**config.mk**
```make
export PLATFORM = sky130hd
export DESIGN_NAME = mode_registers
export DESIGN_NICKNAME = d
export VERILOG_FILES = /design/src/rtl/mode_reg_pkg.sv /design/src/rtl/cmd_decode.sv /design/src/rtl/ocd_decode.sv /design/src/rtl/mode_registers.sv
export SDC_FILE = /design/constraint.sdc
export NUM_CORES = 1
export LEC_CHECK = 0
export BUFFER_PORTS_ARGS = -buffer_cell sky130_fd_sc_hd__buf_2
export CORE_MARGIN = 4
export CORE_UTILIZATION = 35
export CTS_BUF_LIST = sky130_fd_sc_hd__clkbuf_16
export CTS_CLUSTER_DIAMETER = 40
export DETAILED_ROUTE_END_ITERATION = 8
export HOLD_SLACK_MARGIN = 0.08
export REMOVE_ABC_BUFFERS = 1
export SKIP_CTS_REPAIR_TIMING = 1
export SLEW_MARGIN = 10
export SYNTH_ARGS = -nofsm -noshare
export SYNTH_HDL_FRONTEND = slang
export SYNTH_SLANG_ARGS = --single-unit
```
**constraint.sdc**
```tcl
create_clock -name clk_sys -period 1.8 [get_ports clk_sys]
set_clock_uncertainty 0.15 [all_clocks]
set_input_delay 0.36 -clock clk_sys [delete_from_list [all_inputs] [get_ports clk_sys]]
set_output_delay 0.36 -clock clk_sys [all_outputs]
set_load 0.02 [all_outputs]
```
**src/rtl/mode_reg_pkg.sv**
```systemverilog
package mode_reg_pkg;
  localparam int ADDR_W = 13;
  localparam int BA_W   = 2;
  localparam logic [1:0] BA_MR   = 2'h0;
  localparam logic [1:0] BA_EMR1 = 2'h1;
  localparam logic [1:0] BA_EMR2 = 2'h2;
  localparam logic [1:0] BA_EMR3 = 2'h3;
  // main register field positions
  localparam int MR_BL_LO  = 0;
  localparam int MR_BT     = 3;
  localparam int MR_CL_LO  = 4;
  localparam int MR_TM     = 7;
  localparam int MR_DLLRST = 8;
  localparam int MR_WR_LO  = 9;
  // extended one field positions
  localparam int E1_DLLDIS = 0;
  localparam int E1_HALF   = 1;
  localparam int E1_RTT0   = 2;
  localparam int E1_AL_LO  = 3;
  localparam int E1_RTT1   = 6;
  localparam int E1_OCD_LO = 7;
  localparam int E1_NDQS   = 10;
  localparam int E1_QOFF   = 12;
  localparam logic [2:0] BL_4 = 3'h2;
  localparam logic [2:0] BL_8 = 3'h3;
  localparam logic [2:0] AL_MAX_STD = 3'h4;
  localparam logic [2:0] AL_FIVE    = 3'h5;
  localparam logic [2:0] OCD_EXIT   = 3'h0;
  localparam logic [2:0] OCD_DRV1   = 3'h1;
  localparam logic [2:0] OCD_DRV0   = 3'h2;
  localparam logic [2:0] OCD_ADJ    = 3'h4;
  localparam logic [2:0] OCD_DFLT   = 3'h7;
  typedef enum {ocd_idle, ocd_drive1, ocd_drive0, ocd_adjust, ocd_default} ocd_mode_t;
endpackage : mode_reg_pkg

```
**src/rtl/cmd_decode.sv**
```systemverilog
`timescale 1ns/100ps
module cmd_decode
  import mode_reg_pkg::*;
(
  // command pins, already synchronised
  input  wire logic            cs_n,
  input  wire logic            ras_n,
  input  wire logic            cas_n,
  input  wire logic            we_n,
  input  wire logic [BA_W-1:0] ba,
  // decoded strobes
  output logic                 wr_mr,
  output logic                 wr_emr1,
  output logic                 wr_emr2,
  output logic                 wr_emr3
);
  logic load;
  assign load    = !cs_n && !ras_n && !cas_n && !we_n;
  assign wr_mr   = load && (ba == BA_MR);
  assign wr_emr1 = load && (ba == BA_EMR1);
  assign wr_emr2 = load && (ba == BA_EMR2);
  assign wr_emr3 = load && (ba == BA_EMR3);
endmodule : cmd_decode

```
**src/rtl/ocd_decode.sv**
```systemverilog
`timescale 1ns/100ps
module ocd_decode
  import mode_reg_pkg::*;
(
  input  wire logic [2:0] code,
  output ocd_mode_t       mode,
  output logic            undefined
);
  always_comb begin
    undefined = 1'b0;
    case (code)
      OCD_EXIT: mode = ocd_idle;
      OCD_DRV1: mode = ocd_drive1;
      OCD_DRV0: mode = ocd_drive0;
      OCD_ADJ:  mode = ocd_adjust;
      OCD_DFLT: mode = ocd_default;
      default: begin
        mode      = ocd_idle;
        undefined = 1'b1;
      end
    endcase
  end
endmodule : ocd_decode

```
**src/rtl/mode_registers.sv**
```systemverilog
`timescale 1ns/100ps
module mode_registers
  import mode_reg_pkg::*;
#(
  parameter bit AL5_SUPPORTED = 1'b0
)(
  // clock and reset
  input  wire logic              clk_sys,
  input  wire logic              nrst,
  // command and address pins
  input  wire logic              cke,
  input  wire logic              cs_n,
  input  wire logic              ras_n,
  input  wire logic              cas_n,
  input  wire logic              we_n,
  input  wire logic [BA_W-1:0]   ba,
  input  wire logic [ADDR_W-1:0] addr,
  // self refresh state from the command logic
  input  wire logic              self_refresh,
  // main register fields
  output logic [2:0]             burst_len,
  output logic                   burst_bl8,
  output logic                   burst_interleave,
  output logic [2:0]             cas_latency,
  output logic                   test_mode,
  output logic                   dll_reset_pulse,
  output logic [2:0]             write_recovery,
  // extended one fields
  output logic                   dll_enabled,
  output logic                   half_drive,
  output logic [1:0]             term_sel,
  output logic [2:0]             additive_latency,
  output logic                   al_code_bad,
  output logic [2:0]             ocd_code,
  output ocd_mode_t              ocd_mode,
  output logic                   ocd_code_bad,
  output logic                   dqs_n_disable,
  output logic                   outputs_off,
  // extended two and three raw contents
  output logic [ADDR_W-1:0]      emr2,
  output logic [ADDR_W-1:0]      emr3,
  // which registers have been written since reset
  output logic [3:0]             written
);
  // pins pass two flops before decode
  logic [4+BA_W+ADDR_W:0] sync1;
  logic [4+BA_W+ADDR_W:0] sync2;
  logic                   s_cke;
  logic                   s_cs_n;
  logic                   s_ras_n;
  logic                   s_cas_n;
  logic                   s_we_n;
  logic [BA_W-1:0]        s_ba;
  logic [ADDR_W-1:0]      s_addr;
  logic                   sr_q;
  logic                   wr_mr;
  logic                   wr_emr1;
  logic                   wr_emr2;
  logic                   wr_emr3;
  logic                   dll_dis_bit;
  logic [2:0]             al_code;
  logic                   ocd_bad_c;

  always_ff @(posedge clk_sys or negedge nrst) begin
    if (!nrst) begin
      sync1 <= '1;
      sync2 <= '1;
      sr_q  <= 1'b0;
    end else begin
      sync1 <= {cke, cs_n, ras_n, cas_n, we_n, ba, addr};
      sync2 <= sync1;
      sr_q  <= self_refresh;
    end
  end
  assign {s_cke, s_cs_n, s_ras_n, s_cas_n, s_we_n, s_ba, s_addr} = sync2;

  cmd_decode u_dec (
    .cs_n    (s_cs_n || !s_cke),
    .ras_n   (s_ras_n),
    .cas_n   (s_cas_n),
    .we_n    (s_we_n),
    .ba      (s_ba),
    .wr_mr   (wr_mr),
    .wr_emr1 (wr_emr1),
    .wr_emr2 (wr_emr2),
    .wr_emr3 (wr_emr3)
  );

  // whole register replaced on each write; no array state lives here
  always_ff @(posedge clk_sys or negedge nrst) begin
    if (!nrst) begin
      burst_len        <= BL_4;
      burst_interleave <= 1'b0;
      cas_latency      <= 3'h0;
      test_mode        <= 1'b0;
      write_recovery   <= 3'h0;
    end else if (wr_mr) begin
      burst_len        <= s_addr[MR_BL_LO +: 3];
      burst_interleave <= s_addr[MR_BT];
      cas_latency      <= s_addr[MR_CL_LO +: 3];
      test_mode        <= s_addr[MR_TM];
      write_recovery   <= s_addr[MR_WR_LO +: 3];
    end
  end
  assign burst_bl8 = (burst_len == BL_8);

  // dll reset is a request, not held state
  always_ff @(posedge clk_sys or negedge nrst) begin
    if (!nrst) begin
      dll_reset_pulse <= 1'b0;
    end else begin
      dll_reset_pulse <= wr_mr && s_addr[MR_DLLRST];
    end
  end

  always_ff @(posedge clk_sys or negedge nrst) begin
    if (!nrst) begin
      dll_dis_bit      <= 1'b1;
      half_drive       <= 1'b0;
      term_sel         <= 2'h0;
      al_code          <= 3'h0;
      ocd_code         <= OCD_EXIT;
      dqs_n_disable    <= 1'b0;
      outputs_off      <= 1'b0;
    end else if (wr_emr1) begin
      dll_dis_bit      <= s_addr[E1_DLLDIS];
      half_drive       <= s_addr[E1_HALF];
      term_sel         <= {s_addr[E1_RTT1], s_addr[E1_RTT0]};
      al_code          <= s_addr[E1_AL_LO +: 3];
      ocd_code         <= s_addr[E1_OCD_LO +: 3];
      dqs_n_disable    <= s_addr[E1_NDQS];
      outputs_off      <= s_addr[E1_QOFF];
    end
  end

  // dll follows the register but is forced off while in self refresh
  assign dll_enabled = !dll_dis_bit && !sr_q;

  // reserved latency codes are flagged and clamp to zero
  always_comb begin
    al_code_bad      = 1'b0;
    additive_latency = al_code;
    if (al_code > AL_FIVE || (al_code == AL_FIVE && !AL5_SUPPORTED)) begin
      al_code_bad      = 1'b1;
      additive_latency = 3'h0;
    end
  end

  ocd_decode u_ocd (
    .code      (ocd_code),
    .mode      (ocd_mode),
    .undefined (ocd_bad_c)
  );
  assign ocd_code_bad = ocd_bad_c;

  always_ff @(posedge clk_sys or negedge nrst) begin
    if (!nrst) begin
      emr2 <= '0;
      emr3 <= '0;
    end else begin
      if (wr_emr2) begin
        emr2 <= s_addr;
      end
      if (wr_emr3) begin
        emr3 <= s_addr;
      end
    end
  end

  // contents count as undefined until each register is written once
  always_ff @(posedge clk_sys or negedge nrst) begin
    if (!nrst) begin
      written <= 4'h0;
    end else begin
      written <= written | {wr_emr3, wr_emr2, wr_emr1, wr_mr};
    end
  end
endmodule : mode_registers

```
==> results of run 1 <==
[cells in the mapped netlist]
master and number:
a21oi_1 2, and3_1 1, buf_2 2, buf_4 30
buf_6 1, conb_1 1, dfrtp_1 53, dfstp_2 42
mux2_2 49, nand2_1 2, nand2b_1 4, nand3_1 1
nand4_1 1, nand4b_1 2, nor2_1 7, nor2b_1 2
nor3b_1 1, nor3b_4 1, nor4b_1 1, o21a_1 1
xnor2_1 2
[power by group through the flow]
stage / logic, mW / registers [mW] / clock network (mW)
after CTS: 0.729 / 2.51 / 1.81
after global routing: 0.832 / 2.54 / 1.90
after detailed placement: 0.727 / 2.55 / 0
after floorplan: 0.259 / 2.70 / 0
final: 0.769 / 2.51 / 1.75
after global placement: 0.717 / 2.54 / 0
[per-stage QoR]
step | hold WS [ns] | utilization (%) | setup WS (ns)
5_1_grt | 0.208 | 47.4 | 0.000358
4_1_cts | -0.0575 | 44.8 | 0.00473
6_report | 0.204 | 47.4 | 0.0755
2_1_floorplan | -0.0856 | - | -0.0807
3_3_place_gp | 0.196 | 41.8 | 0.148
3_5_place_dp | 0.197 | 41.8 | 0.0989
[cells in the final DEF, fill, tap and decap left out, drive strengths merged, types with 2 or more instances in the layout]
cell type,netlist,final
dlygate4sd3,0,22
nand2,2,2
nor2b,2,2
buf,33,92
dfrtp,53,53
inv,0,6
a21oi,2,2
nand2b,4,4
xnor2,2,2
clkbuf,0,9
nor3b,2,2
nor2,7,7
mux2,49,49
nand4b,2,2
conb,1,29
dfstp,42,42
[worst max-delay path by stage]
stage              endpoint  slack (ns)  cells after the start
2_1_floorplan       emr2[0]       -0.08                      3
3_3_place_gp    outputs_off        0.15                      4
3_5_place_dp        emr3[9]         0.1                      4
4_1_cts        ocd_code_bad       0.005                      3
5_1_grt        ocd_code_bad      0.0004                      3
6_report       ocd_code_bad        0.08                      3
[per-layer routing]
layer / up-vias / share of wire (%)
li1: 884 / -
met2: 78 / 49
met4: 0 / 0.85
met1: 967 / 43
met3: 4 / 7.7
met5: - / 0
[state kept, by name (all words and copies together) (netlist names), 3 cells and up]
| name | cells |
|---|---|
| al_code | 3 |
| burst_len | 3 |
| cas_latency | 3 |
| emr2 | 13 |
| emr3 | 13 |
| ocd_code | 3 |
| sync1 | 20 |
| sync2 | 20 |
| write_recovery | 3 |
| written | 4 |
[cells by family (layout without fill, tap and decap cells)]
kind of cell | count (synthesis) | after routing | share of synthesized area [%]
compound gates | 3 | 3 | 0.514
other cells | 1 | 29 | 0.110
simple gates | 23 | 23 | 4.15
flops | 95 | 95 | 71.3
mux | 49 | 49 | 16.2
xor+xnor | 2 | 2 | 0.514
buf+inv | 33 | 130 | 7.23
[layout make-up]
| type | instances | area [sq um] |
|---|---|---|
| Fill cell | 861 | 4930 |
| Sequential cell | 95 | 2430 |
| Multi-Input combinational cell | 106 | 848 |
| Timing Repair Buffer | 114 | 723 |
| Clock buffer | 9 | 225 |
| Tap cell | 129 | 161 |
| Clock inverter | 7 | 52.6 |
==> flow_summary_export.csv, run 1 <==
group,metric,value,unit
outcome,status,"complete, no violations",
place,placed_cell_area,3920,sq um
routing,vias,1933,
die,die_area,11400,sq um
clock_tree,cts_sinks,95,
grt,grt_max_degree,96,
power,p_int,3.74,mW
worst_setup_path,cpMaxStageDelayCell,"dfrtp_2",
power,power_frac_seq,49.9,%
grt,grt_pass1_wl,9520,um
clock_tree,cts_root_buffer,"clkbuf_16",
power,irDropWorstVdd,0.670,mV
sta,finalHoldViolCount,0,
yosys,synth-seq-cells,95,
clock_tree,cts_tree,"built",
routing,wl_per_cell,13.6,um
grt,gr-max-usage-layer,"met2",
place,hpwl,4220,um
power,p_switching,1.29,mW
job,drv_cap,0,
place,dp_cells,421,
yosys,yosysUniqueCellTypes,21,
worst_setup_path,critPathRequiredTime,1.29,ns
finish,antenna_cells,0,
finish,drive_above_1_share,59.8,%
clock_tree,htreeDepth,3,
power,combPwrFrac,15.3,%
finish,nets,349,
sta,setup_viol,0,
worst_setup_path,r2r_end,"emr2[7]",
grt,grt_use_met3,3.79,%
routing,drc,0,
worst_setup_path,crit_path_start_kind,"flop",
die,coreArea,9370,sq um
die,initial_core_util,36.4,%
power,power.clock.fraction,34.8,%
power,swShare,25.6,%
sta,finalCritPeriodShare,95.8,%
yosys,ys_top_cells_by_area,"dfrtp_1, dfstp_2, mux2_2",
worst_setup_path,critPathMaxFanout,6,
worst_setup_path,ff2ff_path_depth,4,
die,die_w,107,um
power,p_per_area,1130,nW/um^2
power,power.leakage,2.26,nW
routing,first_pass_iters,4,
worst_setup_path,cp_cell_sequence,"xnor2_2, a21oi_2, buf_4",
sta,rsz0062_at_grt,"false",
grt,grt_pass1_vias,1804,
routing,drt_wl_total,6240,um
finish,stdcell_count,460,
yosys,ys_warn_count,0,
worst_setup_path,path_buf_inv,1,
place,port_buffers,82,
grt,grt_overflow_total,0,
die,ios,112,
grt,grtUsageMet2,17.0,%
finish,areaGrowthSynthToFinish,30.4,%
worst_setup_path,r2r_slack,0.10,ns
worst_setup_path,crit_arrival,1.21,ns
routing,drtIter0Drc,53,
worst_hold_path,hold_path_class,"reg2reg",
yosys,syn_area,3410,sq um
worst_setup_path,crit_start,"ocd_code[2]",
worst_hold_path,whs_endpoint,"sync2[7]",
clock_tree,cts_made_buffers,9,
power,finalPower,5.03,mW
die,die_y,107,um
grt,met1_usage,14.2,%
sta,fin_crit,1.72,ns
clock_tree,clock_path_buffers,2,
routing,viasPerCell,4.20,
worst_setup_path,setup.worst_path.end_class,"output port",
worst_setup_path,timing.rr.start,"sync2[19]",
sta,drv_slew,0,
routing,postRouteAntennaNets,0,
worst_hold_path,hold_depth,0,
sta,fmax,580,MHz
worst_setup_path,max_stage_delay,0.45,ns
yosys,synth_top_area_share,38.9,%
worst_setup_path,crit_family,"flip-flops",
yosys,syn_area_per_cell,16.5,sq um
clock_tree,clk_latency,0.32,ns
grt,grt_use_total,11.0,%
die,std_cell_rows,35,
place,gp_congestion,0.691,
yosys,yosys.area.top_type,"dfrtp_1",
worst_setup_path,critPathKind,"reg2out",
sta,tns,0,ns
finish,final_cell_area,4440,sq um
yosys,yosysSeqAreaShare,71.3,%
grt,grt_antenna_before_repair,0,
worst_hold_path,hp-start,"sync1[7]",
yosys,syn_inst,206,
clock_tree,path_clk_slew,0.06,ns
Power figures use the tool's default switching activity.
==> inputs of run 2 (changes only) <==
Settings changed: ABC_AREA from default to 1, HOLD_SLACK_MARGIN 0.08 to default.
==> run 2 against run 1 <==
  * Wire length grew 31%
  * Die area grew 8.2%
  * Worst setup slack lost 0.0039 ns
  * Final cell count grew 27%
  * Register-to-register slack gained 0.11 ns
  * Non-clock buffer count grew 3
  * Core utilization shrank 2.1 points
  * Maximum frequency shrank 0.23%
  * Sequential power is essentially flat
  * Critical endpoint is now ocd_mode[1]
  * Largest cell class unchanged
  * Largest power group unchanged
  * Highest routed layer unchanged
==> flow_summary_export.csv, run 2 <==
group,metric,value,unit
routing,drt_wl_total,8180,um
yosys,synth_enable_flop_cells,0,
sta,holdWs,0.200,ns
yosys,ys_top_cells_by_area,"dfrtp_1, dfstp_2, nand2_1",
power,p_per_area,1080,nW/um^2
yosys,synth_fa_ha_area_share,0,%
sta,rsz0062_at_grt,"true",
clock_tree,path_clk_slew,0.07,ns
finish,top_regs,"sync1 (20), sync2 (20)",
yosys,synth_top_area_share,35.7,%
place,preCtsSetupSlack,0.210,ns
worst_setup_path,cpMaxStageDelayCell,"dfrtp_2",
sta,drv_slew,0,
yosys,synth-seq-cells,95,
die,initial_core_util,36.0,%
routing,vias,2562,
yosys,synth_flop_cell,"dfrtp_1",
yosys,synth_compound_area_share,0.404,%
sta,fin_crit,1.73,ns
worst_hold_path,hold_depth,0,
yosys,synth_async_sr_flop_share,100,%
clock_tree,cts_tree,"built",
sta,finalCritPeriodShare,96.0,%
finish,final_common_cell,"nand2_1",
die,die_w,111,um
worst_setup_path,cp_cell_sequence,"xnor2_2, nor2_1, buf_2",
die,ios,112,
finish,nets,467,
yosys,syn_area,3710,sq um
yosys,ys_warn_count,0,
clock_tree,clk_latency,0.34,ns
worst_setup_path,setup.worst_path.end_class,"output port",
die,coreArea,10300,sq um
routing,postRouteAntennaNets,0,
yosys,syn_inst,335,
place,port_buffers,82,
power,finalPower,5.03,mW
routing,wl_per_cell,14.0,um
yosys,yosys.cell_count.top_type,"nand2_1",
finish,stdcell_count,585,
sta,setup_viol,0,
yosys,syn_area_per_cell,11.1,sq um
grt,grt_overflow_total,0,
place,dp_cells,545,
grt,grt_antenna_before_repair,0,
yosys,synth_top_family_by_area,"simple AND/OR/NAND/NOR gates",
clock_tree,htreeDepth,3,
finish,drive_above_1_share,37.2,%
die,die_area,12300,sq um
sta,fmax,579,MHz
routing,drc,0,
clock_tree,cts_sinks,95,
worst_setup_path,crit_arrival,1.22,ns
grt,grt_pass1_wl,12800,um
yosys,yosysUniqueCellTypes,19,
outcome,status,"complete, no violations",
worst_setup_path,ff2ff_path_depth,5,
yosys,yosysSeqAreaShare,65.5,%
routing,drtIter0Drc,130,
sta,finalHoldViolCount,0,
yosys,synthSimpleGateAreaFrac,22.8,%
die,die_y,111,um
grt,grt_max_degree,35,
yosys,synth_xor_area_share,0.472,%
clock_tree,cts_root_buffer,"clkbuf_16",
power,power.leakage,2.48,nW
worst_setup_path,critPathRequiredTime,1.29,ns
place,gp_congestion,0.785,
worst_setup_path,critPathKind,"reg2out",
worst_hold_path,hold_path_class,"reg2reg",
yosys,synth_mux_area_share,0,%
worst_setup_path,crit_path_start_kind,"flop",
routing,viasPerCell,4.38,
power,irDropWorstVdd,0.604,mV
finish,antenna_cells,0,
finish,final_cell_mix,"nand2_1, buf_2, dfrtp_1",
clock_tree,cts_made_buffers,9,
job,drv_cap,0,
finish,areaGrowthSynthToFinish,26.0,%
yosys,yosys.area.top_type,"dfrtp_1",
place,hpwl,5560,um
worst_setup_path,critPathMaxFanout,6,
worst_setup_path,max_stage_delay,0.45,ns
sta,setup_slack,0.0716,ns
routing,first_pass_iters,4,
yosys,ys_top_cells_by_count,"nand2_1, dfrtp_1, nand4_1",
die,std_cell_rows,37,
clock_tree,clock_path_buffers,2,
grt,grt_use_total,13.0,%
grt,grt_pass1_vias,2427,
## run 2: metrics by stage
stage / utilization, % / TNS [ns] / cell area (sq um)
3_5_place_dp: 40.3 / 0 / 4160
4_1_cts: 42.8 / -0.0943 / 4420
3_3_place_gp: 40.3 / 0 / 4160
6_report: 45.3 / 0 / 4680
5_1_grt: 45.3 / -0.0155 / 4680
2_1_floorplan: - / -0.211 / 3470
## run 2: cell type report
type / count / area, sq um
Inverter: 14 / 52.6
Timing Repair Buffer: 117 / 763
Sequential cell: 95 / 2430
Fill cell: 991 / 5650
Multi-Input combinational cell: 207 / 1000
Clock inverter: 7 / 32.5
Tap cell: 136 / 170
Clock buffer: 9 / 225
## run 2: layer usage
metal | up-vias | GRT usage (%) | wire length, um
met5 | - | 0 | 0
met4 | 0 | 4.19 | 114
met3 | 8 | 4.59 | 572
met2 | 84 | 20.5 | 3920
met1 | 1213 | 16.9 | 3570
li1 | 1257 | - | -
## run 2: final timing paths
path	from	endpoint	slack, ns
min	sync1[13]	sync2[13]	0.20
max	ocd_code[1]	ocd_mode[1]	0.07
min in group asynchronous	nrst	emr2[6]	0.34
max reg2reg	sync2[14]	emr2[3]	0.21
min reg2reg	sync1[13]	sync2[13]	0.20
max in group asynchronous	nrst	sync2[7]	0.57
## run 2: cell families after synthesis
| kind of cell | after synthesis |
|---|---|
| XOR/XNOR | 2 |
| flip-flops | 95 |
| AO/OA/AOI/OAI | 3 |
| AND/OR/NAND/NOR | 173 |
| other | 1 |
| buffers and inverters | 61 |
## run 2: where the power goes
part / switching (mW) / internal [mW] / leakage (nW)
Sequential: 0.140 / 2.38 / 1.14
Combinational: 0.555 / 0.283 / 1.20
Clock: 0.757 / 0.915 / 0.138
Total: 1.45 / 3.58 / 2.48
## run 2: critical path, delay by kind of cell (launching register included)
kind | cells | cell delay [ns]
XOR/XNOR | 1 | 0.16
flip-flops | 1 | 0.45
AND/OR/NAND/NOR | 1 | 0.10
buffers and inverters | 1 | 0.17
==> inputs of run 3 (changes only) <==
Settings changed: CTS_BUF_LIST sky130_fd_sc_hd__clkbuf_16 to default.
==> run 3 against run 2 <==
  * Maximum frequency is 0.61% lower
  * Wire length decreased by 0.71%
  * Count of clock-buffer cells in the layout is 4 higher
  * Critical path depth unchanged
  * Largest cell class unchanged
  * Largest power group unchanged
  * Highest routed layer unchanged
==> flow_summary_export.csv, run 3 (same netlist as run 2, synthesis figures left out) <==
group,metric,value,unit
grt,grt_pass1_vias,2403,
routing,dr_wl_met3,563,um
power,finalPower,4.64,mW
power,irDropWorstVdd,0.500,mV
finish,nets,469,
clock_tree,cts_made_buffers,9,
power,p_per_area,1000,nW/um^2
worst_setup_path,critPathRequiredTime,1.29,ns
place,gp_congestion,0.785,
routing,viasPerCell,4.37,
grt,grt_pass1_wl,12700,um
finish,antenna_cells,0,
finish,final_cell_area,4620,sq um
grt,grt_max_degree,35,
finish,fillers,993,
worst_setup_path,cp_cell_sequence,"xnor2_2, a21oi_2, buf_4",
sta,setup_viol,0,
worst_setup_path,crit_path_start_kind,"flop",
worst_setup_path,critPathMaxFanout,6,
die,std_cell_rows,37,
worst_setup_path,setup.worst_path.end_class,"output port",
sta,holdWs,0.203,ns
worst_setup_path,r2r_end,"outputs_off",
routing,first_pass_iters,4,
power,power.leakage,2.45,nW
die,die_w,111,um
worst_setup_path,r2r_slack,0.22,ns
grt,grt_antenna_before_repair,0,
sta,fmax,575,MHz
routing,highest_layer,"met4",
worst_setup_path,path_buf_inv,1,
die,ios,112,
routing,vias,2563,
worst_hold_path,hp-start,"sync1[13]",
worst_setup_path,critPathKind,"reg2out",
routing,wl_per_cell,13.8,um
sta,finalHoldViolCount,0,
finish,drive_above_1_share,38.6,%
worst_setup_path,max_stage_delay,0.46,ns
place,hpwl,5560,um
sta,drv_slew,0,
sta,fin_crit,1.74,ns
place,port_buffers,82,
finish,areaGrowthSynthToFinish,24.5,%
clock_tree,cts_sinks,95,
worst_setup_path,ff2ff_path_depth,5,
finish,final_common_cell,"nand2_1",
die,die_y,111,um
grt,grt_use_total,12.9,%
place,placed_cell_area,4160,sq um
routing,drt_wl_total,8120,um
finish,final_cell_mix,"nand2_1, buf_2, dfrtp_1",
routing,route.met2.wl,3920,um
sta,tns,0,ns
worst_setup_path,timing.rr.start,"sync2[19]",
clock_tree,clock_path_buffers,2,
die,die_area,12300,sq um
worst_setup_path,crit_family,"flip-flops",
clock_tree,cts_tree,"built",
die,coreArea,10300,sq um
job,drv_cap,0,
worst_hold_path,hold_depth,0,
outcome,status,"complete, no violations",
grt,grt_overflow_total,0,
die,initial_core_util,36.0,%
routing,drtIter0Drc,123,
finish,top_regs,"sync1 (20), sync2 (20)",
worst_hold_path,whs_endpoint,"sync2[13]",
routing,wl_met1,3540,um
clock_tree,clk_latency,0.35,ns
worst_hold_path,hold_path_class,"reg2reg",
clock_tree,cts_root_buffer,"clkbuf_8",
sta,rsz0062_at_grt,"true",
routing,postRouteAntennaNets,0,
worst_setup_path,cpMaxStageDelayCell,"dfrtp_2",
clock_tree,path_clk_slew,0.09,ns
routing,drc,0,
sta,finalCritPeriodShare,96.6,%
finish,post-route-util,44.8,%
clock_tree,htreeDepth,3,
worst_setup_path,crit_arrival,1.23,ns
-- run 3: cell types whose count changed in the layout (fill, tap and decap cells not counted), moves of 2 or more --
cell | previous run | this run
nor2_1 | 9 | 7
clkbuf_16 | 9 | 0
nor2_2 | 0 | 2
clkbuf_1 | 0 | 2
inv_1 | 12 | 10
buf_4 | 15 | 19
buf_2 | 78 | 76
clkbuf_8 | 0 | 11
clkinv_1 | 2 | 0
-- run 3: report_power, final --
group / switching (mW) / internal, mW / total (mW) / leakage [nW]
registers: 0.139 / 2.38 / 2.52 / 1.14
clock network: 0.692 / 0.580 / 1.27 / 0.0943
logic: 0.558 / 0.295 / 0.854 / 1.21
total: 1.39 / 3.25 / 4.64 / 2.45
-- run 3: through the flow --
| stage | std cells | setup slack [ns] |
|---|---|---|
| 2_1_floorplan | 316 | -0.0162 |
| 3_3_place_gp | 545 | 0.235 |
| 3_5_place_dp | 545 | 0.210 |
| 4_1_cts | 561 | -0.0784 |
| 5_1_grt | 587 | -0.0301 |
| 6_report | 587 | 0.0609 |
-- run 3: worst max-delay path by stage --
stage	to	depth (start not counted)	startpoint	slack (ns)
4_1_cts	additive_latency[2]	4	al_code[1]	-0.08
6_report	ocd_code_bad	3	ocd_code[2]	0.06
2_1_floorplan	emr3[0]	4	sync2[17]	-0.02
3_5_place_dp	cas_latency[0]	5	sync2[19]	0.21
3_3_place_gp	emr2[8]	5	sync2[14]	0.23
5_1_grt	additive_latency[1]	4	al_code[0]	-0.03
-- run 3: final cells by class --
class / instances / area, sq um / area share [%]
inverters: 14 / 52.6 / 1.14
multi-input cells: 207 / 1010 / 21.8
well taps: 136 / 170 / 3.68
clock inverters: 3 / 17.5 / 0.379
repair buffers: 119 / 783 / 16.9
flip-flops and latches: 95 / 2430 / 52.6
clock buffers: 13 / 159 / 3.44
-- run 3: per-layer routing --
metal	track usage, %	up-vias
met3	4.59	8
met5	0	-
met1	16.8	1196
met2	20.4	99
met4	3.61	0
li1	-	1260
